===== src/hdl/jlc_consts.vh =====
`ifndef JLC_CONSTS_VH
`define JLC_CONSTS_VH
// Register addresses (plain port, word index)
`define JLC_ADDR_CTRL1       4'h0
`define JLC_ADDR_CTRL2       4'h1
`define JLC_ADDR_STATUS      4'h2
// Control one field positions
`define JLC_C1_IGNORE        7
`define JLC_C1_CLKSEL        6
`define JLC_C1_RATE_HI       5
`define JLC_C1_RATE_LO       4
`define JLC_C1_IE            1
`define JLC_C1_WCM           0
// Control two field positions
`define JLC_C2_ANALOG_LOOPBACK         7
`define JLC_C2_DIGITAL_LOOPBACK         6
`define JLC_C2_FAST          5
`define JLC_C2_NORMALIZATION_FORMAT          4
`define JLC_C2_TRANSMIT_END_OF_DATA          3
`define JLC_C2_SIFR          2
`define JLC_C2_MIFR_CRC      1
`define JLC_C2_MIFR_NOCRC    0
// Reset values
`define JLC_CTRL1_RST        8'hE0
`define JLC_CTRL2_RST        8'hC0
// Writable masks
`define JLC_CTRL1_WMASK      8'hC3
`define JLC_CTRL2_WMASK      8'hFF
// State vector codes
`define JLC_SV_WAKE          6'h20
`define JLC_SV_BREAK         6'h1C
`define JLC_SV_TXEMPTY       6'h04
`define JLC_SV_NONE          6'h00
// Idle-time counts in link clock ticks (EOF about 280 us, IFS about 300 us)
`define JLC_EOF_US           16'd280
`define JLC_IFS_US           16'd300
// Divider of the 25 MHz clock to the crystal-derived tick
`define JLC_XTAL_DIV_INT     8'd24
`define JLC_XTAL_DIV_BIN     8'd23
// Symbol period in link ticks: normal and 4x
`define JLC_SYM_NORM         8'd96
`define JLC_SYM_FAST         8'd24
`endif


===== src/hdl/jlc_link_control.v =====
// Implementation choices: the address map and the strobed register port.
`timescale 1ns/1ps
// Functional notes
// - Ignore bit disables receiver, masks interrupts except wake and break, holds status, drops frame.
// - Start-of-frame or break clears ignore bit; requests and status resume.
// - Clock select picks binary or integer link clock; symbol timing follows.
// - Rate field divides crystal clock by 1, 2, 4 or 8.
// - Rate field takes one write after reset, then is read-only.
// - Interrupt enable gates run-mode requests only, not stop or wait exits.
// - Request held until every pending source cleared; disabling may lose it.
// - Wait clock mode set stops internal clocks during CPU wait.
// - Analog loopback returns final-stage input to receiver; bus undriven.
// - After analog loopback clears, wait EOF idle to receive, IFS idle to send.
// - Digital loopback ties digital transmit output to digital receive input.
// - After digital loopback clears, same idle times gate reception and transmission.
// - Fast receive bit gives receive-only 41.6 kbps; clear gives 10.4 kbps both ways.
// - Break clears fast receive bit and loads state vector with break code.
// - Normalization format selects polarity of normalization bit by CRC ending.
// - End-of-data appends CRC after current byte, and after shadow byte if full; crc_append stays low while ifr_type[0] (no-CRC response) is set.
// - Setting end-of-data clears the transmit-empty flag.
// - End-of-data clears at first CRC bit or error; in response, at echoed EOD.
// - Response bits prioritised single over CRC over no-CRC; reads return written pattern.
// - Responder sends active normalization bit before its identifier byte, only once.
// - After losing response arbitration, keep sending identifier until own byte seen.
// - Single-byte response bit clears on success, end-of-data set, or bus error.
module jlc_link_control (
    input  wire       clk,
    input  wire       sys_rst,
    input  wire [3:0] reg_addr,
    input  wire [7:0] reg_wdata,
    input  wire       reg_wr,
    input  wire       reg_rd,
    output reg  [7:0] reg_rdata,
    input  wire       rx_pin,
    input  wire       tx_bit,
    input  wire       rx_sof,
    input  wire       rx_break,
    input  wire       rx_eod_ok,
    input  wire       tx_first_crc_bit,
    input  wire       tx_byte_done,
    input  wire       tx_shadow_full,
    input  wire       bus_error,
    input  wire       tx_lost_arb,
    input  wire       rx_byte_valid,
    input  wire [7:0] rx_byte,
    input  wire [7:0] own_id,
    input  wire       cpu_wait,
    input  wire       wake_event,
    input  wire       tx_empty_event,
    input  wire       ifr_crc_end,
    output wire       digital_receive_input,
    output reg        bus_tx_out,
    output reg        bus_tx_oe,
    output reg        xcvr_loopback,
    output wire       link_tick,
    output wire       sym_tick,
    output wire       rx_enable,
    output wire       tx_allowed,
    output wire       crc_append,
    output wire       crc_after_shadow,
    output wire       norm_bit_value,
    output reg        send_norm_bit,
    output reg        resend_id,
    output wire [2:0] ifr_type,
    output wire       clocks_run,
    output wire       irq_req
);
`include "jlc_consts.vh"

    localparam ST_RUN   = 2'b00;
    localparam ST_ANALOG_LOOPBACK = 2'b01;
    localparam ST_IDLE  = 2'b10;

    reg [7:0]  ctrl1_q;
    reg [7:0]  ctrl2_q;
    reg        rate_locked_q;
    reg [5:0]  sv_q;
    reg        irq_q;
    reg        norm_sent_q;
    reg [1:0]  st_q;
    reg [15:0] idle_cnt_q;
    reg [7:0]  xdiv_q;
    reg [2:0]  rdiv_q;
    reg [7:0]  sym_q;
    reg        rx_s1_q;
    reg        rx_s2_q;
    reg        rx_prev_q;
    reg        xtick;
    reg        ltick;

    ////////////////////////////////////////////////////////////////////////////
    // Pin synchroniser; only the second stage is read
    always @(posedge clk or posedge sys_rst) begin
        if (sys_rst) begin
            rx_s1_q <= 1'b0;
            rx_s2_q <= 1'b0;
        end else begin
            rx_s1_q <= rx_pin;
            rx_s2_q <= rx_s1_q;
        end
    end

    wire ignore = ctrl1_q[`JLC_C1_IGNORE];
    wire ie     = ctrl1_q[`JLC_C1_IE];
    wire analog_loopback  = ctrl2_q[`JLC_C2_ANALOG_LOOPBACK];
    wire digital_loopback  = ctrl2_q[`JLC_C2_DIGITAL_LOOPBACK];
    wire fast   = ctrl2_q[`JLC_C2_FAST];
    wire transmit_end_of_data   = ctrl2_q[`JLC_C2_TRANSMIT_END_OF_DATA];
    wire [1:0] rate = {ctrl1_q[`JLC_C1_RATE_HI], ctrl1_q[`JLC_C1_RATE_LO]};

    // Digital loopback mux feeding the receiver
    assign digital_receive_input = digital_loopback ? tx_bit : rx_s2_q;

    // Clock gating: only wait mode with the bit set stops the block
    assign clocks_run = ~(cpu_wait & ctrl1_q[`JLC_C1_WCM]);

    ////////////////////////////////////////////////////////////////////////////
    // Crystal tick, then rate divider to the link tick
    wire [7:0] xdiv_max = ctrl1_q[`JLC_C1_CLKSEL] ? `JLC_XTAL_DIV_BIN
                                                  : `JLC_XTAL_DIV_INT;
    wire [2:0] rdiv_max = (rate == 2'b00) ? 3'h0 :
                          (rate == 2'b01) ? 3'h1 :
                          (rate == 2'b10) ? 3'h3 : 3'h7;
    always @* begin
        xtick = clocks_run && (xdiv_q == 8'h00);
        ltick = xtick && (rdiv_q == 3'h0);
    end
    assign link_tick = ltick;

    always @(posedge clk or posedge sys_rst) begin
        if (sys_rst) begin
            xdiv_q <= 8'h00;
            rdiv_q <= 3'h0;
            sym_q  <= 8'h00;
        end else if (clocks_run) begin
            xdiv_q <= (xdiv_q == 8'h00) ? (xdiv_max >> 3) : xdiv_q - 8'h01;
            if (xtick)
                rdiv_q <= (rdiv_q == 3'h0) ? rdiv_max : rdiv_q - 3'h1;
            if (ltick)
                sym_q <= (sym_q == 8'h00) ? (fast ? `JLC_SYM_FAST : `JLC_SYM_NORM)
                                          : sym_q - 8'h01;
        end
    end
    // Symbol tick: fast mode runs four times quicker
    assign sym_tick = ltick && (sym_q == 8'h00);

    ////////////////////////////////////////////////////////////////////////////
    // Loopback exit: count idle link ticks before allowing traffic again
    wire rx_edge = (rx_s2_q != rx_prev_q);
    always @(posedge clk or posedge sys_rst) begin
        if (sys_rst) begin
            st_q       <= ST_RUN;
            idle_cnt_q <= 16'h0000;
            rx_prev_q  <= 1'b0;
        end else begin
            rx_prev_q <= rx_s2_q;
            case (st_q)
                ST_RUN: begin
                    if (analog_loopback || digital_loopback)
                        st_q <= ST_ANALOG_LOOPBACK;
                end
                ST_ANALOG_LOOPBACK: begin
                    idle_cnt_q <= 16'h0000;
                    if (!analog_loopback && !digital_loopback)
                        st_q <= ST_IDLE;
                end
                ST_IDLE: begin
                    if (analog_loopback || digital_loopback)
                        st_q <= ST_ANALOG_LOOPBACK;
                    else if (rx_edge)
                        idle_cnt_q <= 16'h0000;
                    else if (ltick && idle_cnt_q != 16'hFFFF)
                        idle_cnt_q <= idle_cnt_q + 16'h0001;
                    if (!rx_edge && idle_cnt_q >= `JLC_IFS_US)
                        st_q <= ST_RUN;
                end
                default: st_q <= ST_RUN;
            endcase
        end
    end
    // Reception needs EOF idle, transmission the longer IFS idle
    wire rx_ok_idle = (st_q == ST_RUN) ||
                      (st_q == ST_IDLE && idle_cnt_q >= `JLC_EOF_US);
    assign rx_enable  = rx_ok_idle && !ignore && (st_q != ST_ANALOG_LOOPBACK || digital_loopback);
    assign tx_allowed = (st_q == ST_RUN) && !fast && !analog_loopback;

    ////////////////////////////////////////////////////////////////////////////
    // Response type priority; raw bits stay readable
    assign ifr_type[2] = ctrl2_q[`JLC_C2_SIFR];
    assign ifr_type[1] = ~ctrl2_q[`JLC_C2_SIFR] & ctrl2_q[`JLC_C2_MIFR_CRC];
    assign ifr_type[0] = ~ctrl2_q[`JLC_C2_SIFR] & ~ctrl2_q[`JLC_C2_MIFR_CRC]
                         & ctrl2_q[`JLC_C2_MIFR_NOCRC];

    assign crc_append       = transmit_end_of_data && !ifr_type[0];
    assign crc_after_shadow = transmit_end_of_data && tx_shadow_full;
    // Format bit 1: CRC ending sends 0; format bit 0 inverts
    assign norm_bit_value = ctrl2_q[`JLC_C2_NORMALIZATION_FORMAT] ^ ifr_crc_end;

    ////////////////////////////////////////////////////////////////////////////
    // Control registers; hardware clears win over a same-cycle write
    wire wr1 = reg_wr && (reg_addr == `JLC_ADDR_CTRL1);
    wire wr2 = reg_wr && (reg_addr == `JLC_ADDR_CTRL2);
    reg [7:0] c2_d;
    always @* begin
        c2_d = wr2 ? reg_wdata : ctrl2_q;
        if (rx_break)
            c2_d[`JLC_C2_FAST] = 1'b0;
        if (tx_first_crc_bit || bus_error || (rx_eod_ok && (|ifr_type)))
            c2_d[`JLC_C2_TRANSMIT_END_OF_DATA] = 1'b0;
        if (bus_error || c2_d[`JLC_C2_TRANSMIT_END_OF_DATA] ||
            (ifr_type[2] && tx_byte_done))
            c2_d[`JLC_C2_SIFR] = 1'b0;
        if (bus_error || (tx_lost_arb && !ifr_type[2])) begin
            c2_d[`JLC_C2_MIFR_CRC]   = 1'b0;
            c2_d[`JLC_C2_MIFR_NOCRC] = 1'b0;
        end
    end

    always @(posedge clk or posedge sys_rst) begin
        if (sys_rst) begin
            ctrl1_q       <= `JLC_CTRL1_RST;
            ctrl2_q       <= `JLC_CTRL2_RST;
            rate_locked_q <= 1'b0;
        end else begin
            ctrl2_q <= c2_d;
            if (wr1) begin
                ctrl1_q <= (ctrl1_q & ~`JLC_CTRL1_WMASK) | (reg_wdata & `JLC_CTRL1_WMASK);
                if (!rate_locked_q) begin
                    ctrl1_q[`JLC_C1_RATE_HI] <= reg_wdata[`JLC_C1_RATE_HI];
                    ctrl1_q[`JLC_C1_RATE_LO] <= reg_wdata[`JLC_C1_RATE_LO];
                end
                rate_locked_q <= 1'b1;
            end
            if (rx_sof || rx_break)
                ctrl1_q[`JLC_C1_IGNORE] <= 1'b0;
        end
    end

    ////////////////////////////////////////////////////////////////////////////
    // State vector and held request
    // A pending wake stays visible; neither ignore nor a cleared enable drops it
    wire wake_held = (sv_q == `JLC_SV_WAKE);
    always @(posedge clk or posedge sys_rst) begin
        if (sys_rst) begin
            sv_q  <= `JLC_SV_NONE;
            irq_q <= 1'b0;
        end else begin
            if (rx_break) begin
                sv_q  <= `JLC_SV_BREAK;
                irq_q <= 1'b1;
            end else if (wake_event) begin
                sv_q  <= `JLC_SV_WAKE;
                irq_q <= 1'b1;
            end else if (ignore && !wake_held) begin
                sv_q  <= `JLC_SV_NONE;
                irq_q <= 1'b0;
            end else if (tx_empty_event && !transmit_end_of_data) begin
                sv_q  <= `JLC_SV_TXEMPTY;
                irq_q <= 1'b1;
            end else if (reg_rd && reg_addr == `JLC_ADDR_STATUS) begin
                sv_q  <= `JLC_SV_NONE;
                irq_q <= 1'b0;
            end else if (wr2 && reg_wdata[`JLC_C2_TRANSMIT_END_OF_DATA] &&
                         sv_q == `JLC_SV_TXEMPTY) begin
                sv_q  <= `JLC_SV_NONE;
                irq_q <= 1'b0;
            end else if (!ie && !wake_held) begin
                irq_q <= 1'b0;
            end
        end
    end
    // Wake requests bypass the enable
    assign irq_req = irq_q && (ie || sv_q == `JLC_SV_WAKE);

    ////////////////////////////////////////////////////////////////////////////
    // Response arbitration: one normalization bit, resend id on loss
    always @(posedge clk or posedge sys_rst) begin
        if (sys_rst) begin
            norm_sent_q   <= 1'b0;
            send_norm_bit <= 1'b0;
            resend_id     <= 1'b0;
        end else begin
            send_norm_bit <= rx_eod_ok && (|ifr_type) && !norm_sent_q;
            if (rx_eod_ok && (|ifr_type))
                norm_sent_q <= 1'b1;
            else if (rx_sof || bus_error)
                norm_sent_q <= 1'b0;
            if (tx_lost_arb && ifr_type[2])
                resend_id <= 1'b1;
            else if ((rx_byte_valid && rx_byte == own_id) || !ifr_type[2])
                resend_id <= 1'b0;
        end
    end

    ////////////////////////////////////////////////////////////////////////////
    // Bus drive: loopback leaves the bus undriven
    always @(posedge clk or posedge sys_rst) begin
        if (sys_rst) begin
            bus_tx_out    <= 1'b0;
            bus_tx_oe     <= 1'b0;
            xcvr_loopback <= 1'b0;
        end else begin
            bus_tx_out    <= tx_bit;
            bus_tx_oe     <= !analog_loopback && !digital_loopback && tx_allowed;
            xcvr_loopback <= analog_loopback;
        end
    end

    ////////////////////////////////////////////////////////////////////////////
    // Read port; data one cycle after the strobe
    always @(posedge clk or posedge sys_rst) begin
        if (sys_rst)
            reg_rdata <= 8'h00;
        else if (reg_rd) begin
            if (reg_addr == `JLC_ADDR_CTRL1)
                reg_rdata <= ctrl1_q;
            else if (reg_addr == `JLC_ADDR_CTRL2)
                reg_rdata <= ctrl2_q;
            else if (reg_addr == `JLC_ADDR_STATUS)
                reg_rdata <= {2'b00, sv_q};
            else
                reg_rdata <= 8'h00;
        end
    end
endmodule // jlc_link_control


===== config.mk =====
export PLATFORM = sky130hd
export DESIGN_NAME = jlc_link_control
export DESIGN_NICKNAME = d
export VERILOG_FILES = /design/src/hdl/jlc_link_control.v
export VERILOG_INCLUDE_DIRS = /design/src /design/src/hdl
export SDC_FILE = /design/constraint.sdc
export NUM_CORES = 1
export LEC_CHECK = 0
export BUFFER_PORTS_ARGS = -buffer_cell sky130_fd_sc_hd__buf_4
export CAP_MARGIN = 25
export CORE_MARGIN = 3
export CORE_UTILIZATION = 56
export DETAILED_ROUTE_END_ITERATION = 7
export GPL_TIMING_DRIVEN = 0
export HOLD_SLACK_MARGIN = 0.06
export PLACE_DENSITY_LB_ADDON = 0.05
export SYNTH_ARGS = -nofsm -noshare
export SYNTH_HDL_FRONTEND = slang
export SYNTH_SLANG_ARGS = --single-unit
export TNS_END_PERCENT = 20

===== constraint.sdc =====
create_clock -name clk -period 3.35 [get_ports clk]
set_input_delay 0.67 -clock clk [delete_from_list [all_inputs] [get_ports clk]]
set_output_delay 0.67 -clock clk [all_outputs]
set_load 0.03 [all_outputs]

==> After elaboration in Yosys (flattened, before gate mapping) <==
Cells that the tools add are included.
{ "word_totals": {"reg_bits": 78, "input_bits": 47, "out_inout_bits": 26, "word_cells": 171} }
{ "classes": {"n_addsub": 4, "magnitude_cmp": 2, "eq_ne": 15, "n_mux": 45, "bitwise": 9, "n_reduce_logical": 71} }
{ "ops": {"columns": ["operator", "n"], "rows": [
  ["$mux W16", 3],
  ["$mux W6", 8],
  ["$mux W8", 5],
  ["$ge A16 B9 Y1 const B", 2],
  ["$pmux W16 S2", 1],
  ["$logic_and A1 B1 Y1", 29],
  ["$add A16 B1 Y16 const B", 1],
  ["$logic_not A8 Y1", 2],
  ["$mux W1", 16],
  ["$ne A16 B16 Y1 const B", 1],
  ["$sub A8 B1 Y8 const B", 2],
  ["$reduce_bool A2 Y1", 7],
  ["$logic_or A1 B1 Y1", 12],
  ["$mux W3", 4],
  ["$logic_not A1 Y1", 11],
  ["$mux W2", 5],
  ["$eq A8 B8 Y1", 1],
  ["$or A6 B8 Y8", 1],
  ["$mux W7", 1],
  ["$reduce_bool A7 Y1", 1],
  ["$eq A6 B3 Y1 const B", 1],
  ["$eq A6 B6 Y1 const B", 1],
  ["$pmux W2 S3", 1],
  ["$reduce_bool A6 Y1", 1],
  ["19 further kinds", 29]
]} }

==> Longest topological paths before layout <==
{ "logic_depth": {"ltp_word": 10, "depth_mapped": 11} }

==> Worst setup path before layout <==
OpenSTA, ideal clock, no wires.
{ "synth_timing": {"path_kind": "register to output", "startpoint": "register xdiv_q[0]", "endpoint": "output port sym_tick", "t_arrival_ps": 2135, "required_time_ps": 2680, "slack_ps": 545, "stages_incl_launch_ff": 7, "cell_sequence": "dfrtp_1 inv_1 ha_1 or4b_4 or4_4 buf_6 nor2_1"} }
{ "synth_via": {"elab_chain_len": 4} }
{ "synth_lines": {"columns": ["item", "line", "source"], "rows": [
  ["from (decl)", "jlc_link_control.v:82", "reg [7:0] xdiv_q;"],
  ["from (signal assigned)", "jlc_link_control.v:136", "xdiv_q <= (xdiv_q == 8'h00) ? (xdiv_max >> 3) : xdiv_q - 8'h01;"],
  ["$logic_not A8 Y1", "jlc_link_control.v:125", "xtick = clocks_run && (xdiv_q == 8'h00);"],
  ["$logic_and A1 B1 Y1", "jlc_link_control.v:125", null],
  ["$logic_and A1 B1 Y1", "jlc_link_control.v:126", "ltick = xtick && (rdiv_q == 3'h0);"],
  ["$logic_and A1 B1 Y1", "jlc_link_control.v:145", "assign sym_tick = ltick && (sym_q == 8'h00);"],
  ["to (decl)", "jlc_link_control.v:56", "output wire sym_tick,"]
]} }
Every way passes these cells.

==> Final worst setup path <==
{ "layout_timing": {"startpoint": "register xdiv_q[0]", "endpoint": "output port link_tick"} }
{ "layout_via": {"elab_chain_len": 3} }
{ "layout_lines": {"columns": ["item", "line", "source"], "rows": [
  ["$logic_not A8 Y1", "jlc_link_control.v:125", null],
  ["$logic_and A1 B1 Y1", "jlc_link_control.v:125", null],
  ["$logic_and A1 B1 Y1", "jlc_link_control.v:126", null],
  ["to (decl)", "jlc_link_control.v:55", "output wire link_tick,"]
]} }
Every way passes these cells.

==> results.md <==
| Parameter | Value | Unit |
|:---|:---|:---|
| Run status | finished clean | - |
| Aggregate global routing overflow | 0 | - |
| Summed negative setup slack over all endpoints | 0 | ns |
| Global-route usage over all layers | 22.8 | % |
| Peak VDD IR | 0.000432 | V |
| Count of cells resized by post-cts repair | 0 | - |
| Critical Path, Cell by Cell | inv_1 > ha_1 > or4b_4 > or4_4 > buf_6 > clkinv_4 > buf_4 > buf_4 | - |
| Final worst hold slack | 0.366 | ns |
| Antenna diode count | 0 | - |
| Cell with the biggest individual delay on the critical path | or4_4 | - |
| Maximum clock insertion buffer count | 2 | - |
| Area growth, synth to finish | 21.5 | % |
| Max-slew violation count | 0 | - |
| Detailed-route wire length per cell | 15.2 | um |
| Residual antenna-violating net count after detailed routing | 0 | - |
| Vias per Instance | 5.75 | - |
| Worst reg2reg endpoint | idle_cnt_q[12] | - |
| Final critical delay including setup and external delays | 3.23 | ns |
| HPWL Detailed | 6.14 | mm |
| Die span in x | 89.1 | um |
| Start point of the worst hold path | rx_s1_q | - |
| Worst min-delay path endpoint | rx_s2_q | - |
| CTS buffer count | 9 | - |
| Effective utilization at floorplan | 59.3 | % |
| Area of the core region | 0.00653 | mm^2 |
| Synth Cell Area | 0.00387 | mm^2 |
| Fin crit share | 96.5 | % |
| Top flip-flop cell by instance count after synthesis | dfrtp_1 | - |
| Boundary Pins | 73 | - |
| Leak Pwr | 2.23 | nW |
| Area enclosed by the die boundary | 0.00795 | mm^2 |
| Post-route non-filler standard cell count | 551 | - |
| CP arrival | 2.56 | ns |
| Setup repair after global routing missed its margin | false | - |
| Power density of the placed cells | 569 | mW/mm^2 |
| Worst clock skew | 0.0131 | ns |
| Placed Instances | 535 | - |
| Final hold violations | 0 | - |
| Worst setup timing slack at the placement stage | 0.481 | ns |
| Cell Rows | 29 | - |
| Fraction of final layout cells with drive strength greater than 1 | 25.9 | % |
| Syn_area_per_cell | 10.0 | um^2 |
| Final number of setup-violating endpoints | 0 | - |
| CP max stage delay | 0.52 | ns |
| Distinct cells, synth | 55 | - |
| Setup bufs post-CTS | 0 | - |
| Final WS setup | 0.117 | ns |
| H-tree depth reported by CTS | 3 | - |
| CTS root buffer | clkbuf_8 | - |
| Length of the first detailed-routing pass in iterations | 4 | - |
| Kind of launch point of the worst setup path | flip-flop | - |
| Overall power | 0.00268 | W |
| DRC viols | 0 | - |
| Capturing element type of the critical path | output pin | - |
| Vias in the first global route | 3175 | - |
| Synthesized instance count | 387 | - |
| Weighted congestion reported at the end of routability-driven placement | 0.847 | - |
| Antenna violations before repair | 0 | - |
| Max Freq | 0.309 | GHz |
| Clk sinks | 73 | - |
| Buffers plus inverters on the worst setup path | 5 | - |
| Length in cells of the worst reg-to-reg path | 11 | - |
| Flop-to-flop setup slack | 0.60 | ns |
| Number of fillers in the final layout | 504 | - |
| Post-synthesis net count | 442 | - |
| CP dominant cell by count | buf_4 | - |
| Overall die height | 89.1 | um |
| CTS Hold Bufs | 0 | - |
| Reg-to-reg startpoint | xdiv_q[0] | - |
| Synthesis-stage register bit count | 73 | - |
| Path type of the worst setup path | flip-flop to output pin | - |
| Sequential fraction of the synthesis area | 47.3 | % |
| Tightest slew margin relative to the limit | 40.3 | % |
| Clk_lat worst skew | 0.34 | ns |
| Slew @ Worst Pin | 0.883 | ns |
| Global-route wire length before repair | 14.3 | mm |
| Maximum number of pins on one net before global-route repair | 74 | - |
| Total of warnings raised by yosys | 0 | - |
| Type of the most critical hold path | flip-flop to flip-flop | - |
| Worst Hold Path Cells | 0 | - |
| Crit path required time | 2.68 | ns |
| Maximum fanout along the worst path | 10 | - |
| Vias after detailed routing | 3170 | - |
| Family with the most delay on the worst path | simple AND/OR/NAND/NOR gates | - |
| Fin nets | 524 | - |
| Clock tree from TritonCTS | built | - |
| Clock transition at the registers of the reported paths | 0.07 | ns |
| Post-synth EDFFs | 0 | - |
| Final WL | 8.38 | mm |
| Number of buffers added on ports | 71 | - |
| Max_cap viols | 0 | - |
| Share of async-settable or async-resettable flops after synthesis | 100 | % |
| Iter 0 DRT Violations | 102 | - |
[layout by cell type, fill, tap and decap left out, types with 12 or more instances in the layout]
cell / Yosys / final
a21oi_1: 13 / 13
buf_4: 3 / 74
dfrtp_1: 68 / 68
inv_1: 22 / 21
mux2_2: 15 / 15
nand2_1: 22 / 22
nand3_1: 13 / 13
nor2_1: 28 / 28
nor3_1: 15 / 15
o21ai_0: 18 / 18
xor2_1: 12 / 12
[flip-flops by register name (all words and copies together) (netlist names), 2 cells and up]
| signal | flops |
|---|---|
| ctrl1_q | 6 |
| ctrl2_q | 8 |
| idle_cnt_q | 16 |
| rdiv_q | 3 |
| reg_rdata | 8 |
| st_q | 2 |
| sv_q | 3 |
| sym_q | 8 |
| xdiv_q | 8 |
[logic make-up after synthesis]
logic type                 Yosys count  share of synthesized area (%)
xor gates and xnor gates            16                           3.62
AOI/OAI and AO/OA                   87                           15.6
adders and majority gates            8                           2.59
and+or+nand+nor                    143                           19.9
DFF                                 73                           47.3
muxes                               22                           6.17
buffers and inverters               38                           4.72
[synthesized netlist by cell type, types with 6 or more instances]
cell,count,area [um^2]
dfrtp_1,68,1700
nor2_1,28,105
inv_1,22,82.6
nand2_1,22,82.6
o21ai_0,18,90.1
mux2_2,15,169
nor3_1,15,75.1
a21oi_1,13,65.1
nand3_1,13,65.1
xor2_1,12,105
and3_1,11,68.8
nand2b_1,11,68.8
a211o_1,9,78.8
clkbuf_1,8,30.0
ha_1,8,100
nor4_1,8,50.1
mux2i_1,7,70.1
nand4_1,7,43.8
a21o_1,6,45.0
nor2b_1,6,37.5
[area by class of cell]
class,instances,area (um^2),share of cell area [%]
Inverter,23,93.8,2.00
Sequential cell,73,1830,39.0
Multi-Input combinational cell,276,1860,39.5
Clock inverter,3,40.0,0.852
Tap cell,77,96.3,2.05
Buffer,15,91.3,1.94
Timing Repair Buffer,71,533,11.3
Clock buffer,13,159,3.38
[metal layers]
layer  global-route usage, %  vias up  routed length [um]
met5                       0        -                   0
met3                    5.81        9                 399
met2                    37.7       70                4060
met4                    5.82        0                  82
met1                    30.0     1522                3840
li1                        -     1569                   -
[worst max-delay path by stage]
| stage | from | endpoint | slack [ns] | depth (start not counted) |
|---|---|---|---|---|
| CTS | xdiv_q[0] | link_tick | 0.10 | 8 |
| detailed placement | xdiv_q[0] | link_tick | 0.48 | 8 |
| global placement | sys_rst | sym_q[2] | -0.0003 | 2 |
| floorplan | xdiv_q[0] | sym_tick | 0.55 | 6 |
| global route | xdiv_q[0] | link_tick | 0.005 | 8 |
| finish | xdiv_q[0] | link_tick | 0.12 | 8 |
[metrics by stage]
step           utilization (%)  area, um^2
4_1_cts                   72.0        4700
2_1_floorplan                -        3870
5_1_grt                   72.0        4700
3_5_place_dp              68.9        4500
3_3_place_gp              68.9        4500
6_report                  72.0        4700
[where the power goes]
part	total, W	switching, W	internal (W)
Sequential	0.00121	0.000166	0.00104
Combinational	0.000776	0.000432	0.000344
Clock	0.000692	0.000309	0.000383
Power figures use the tool's default switching activity.
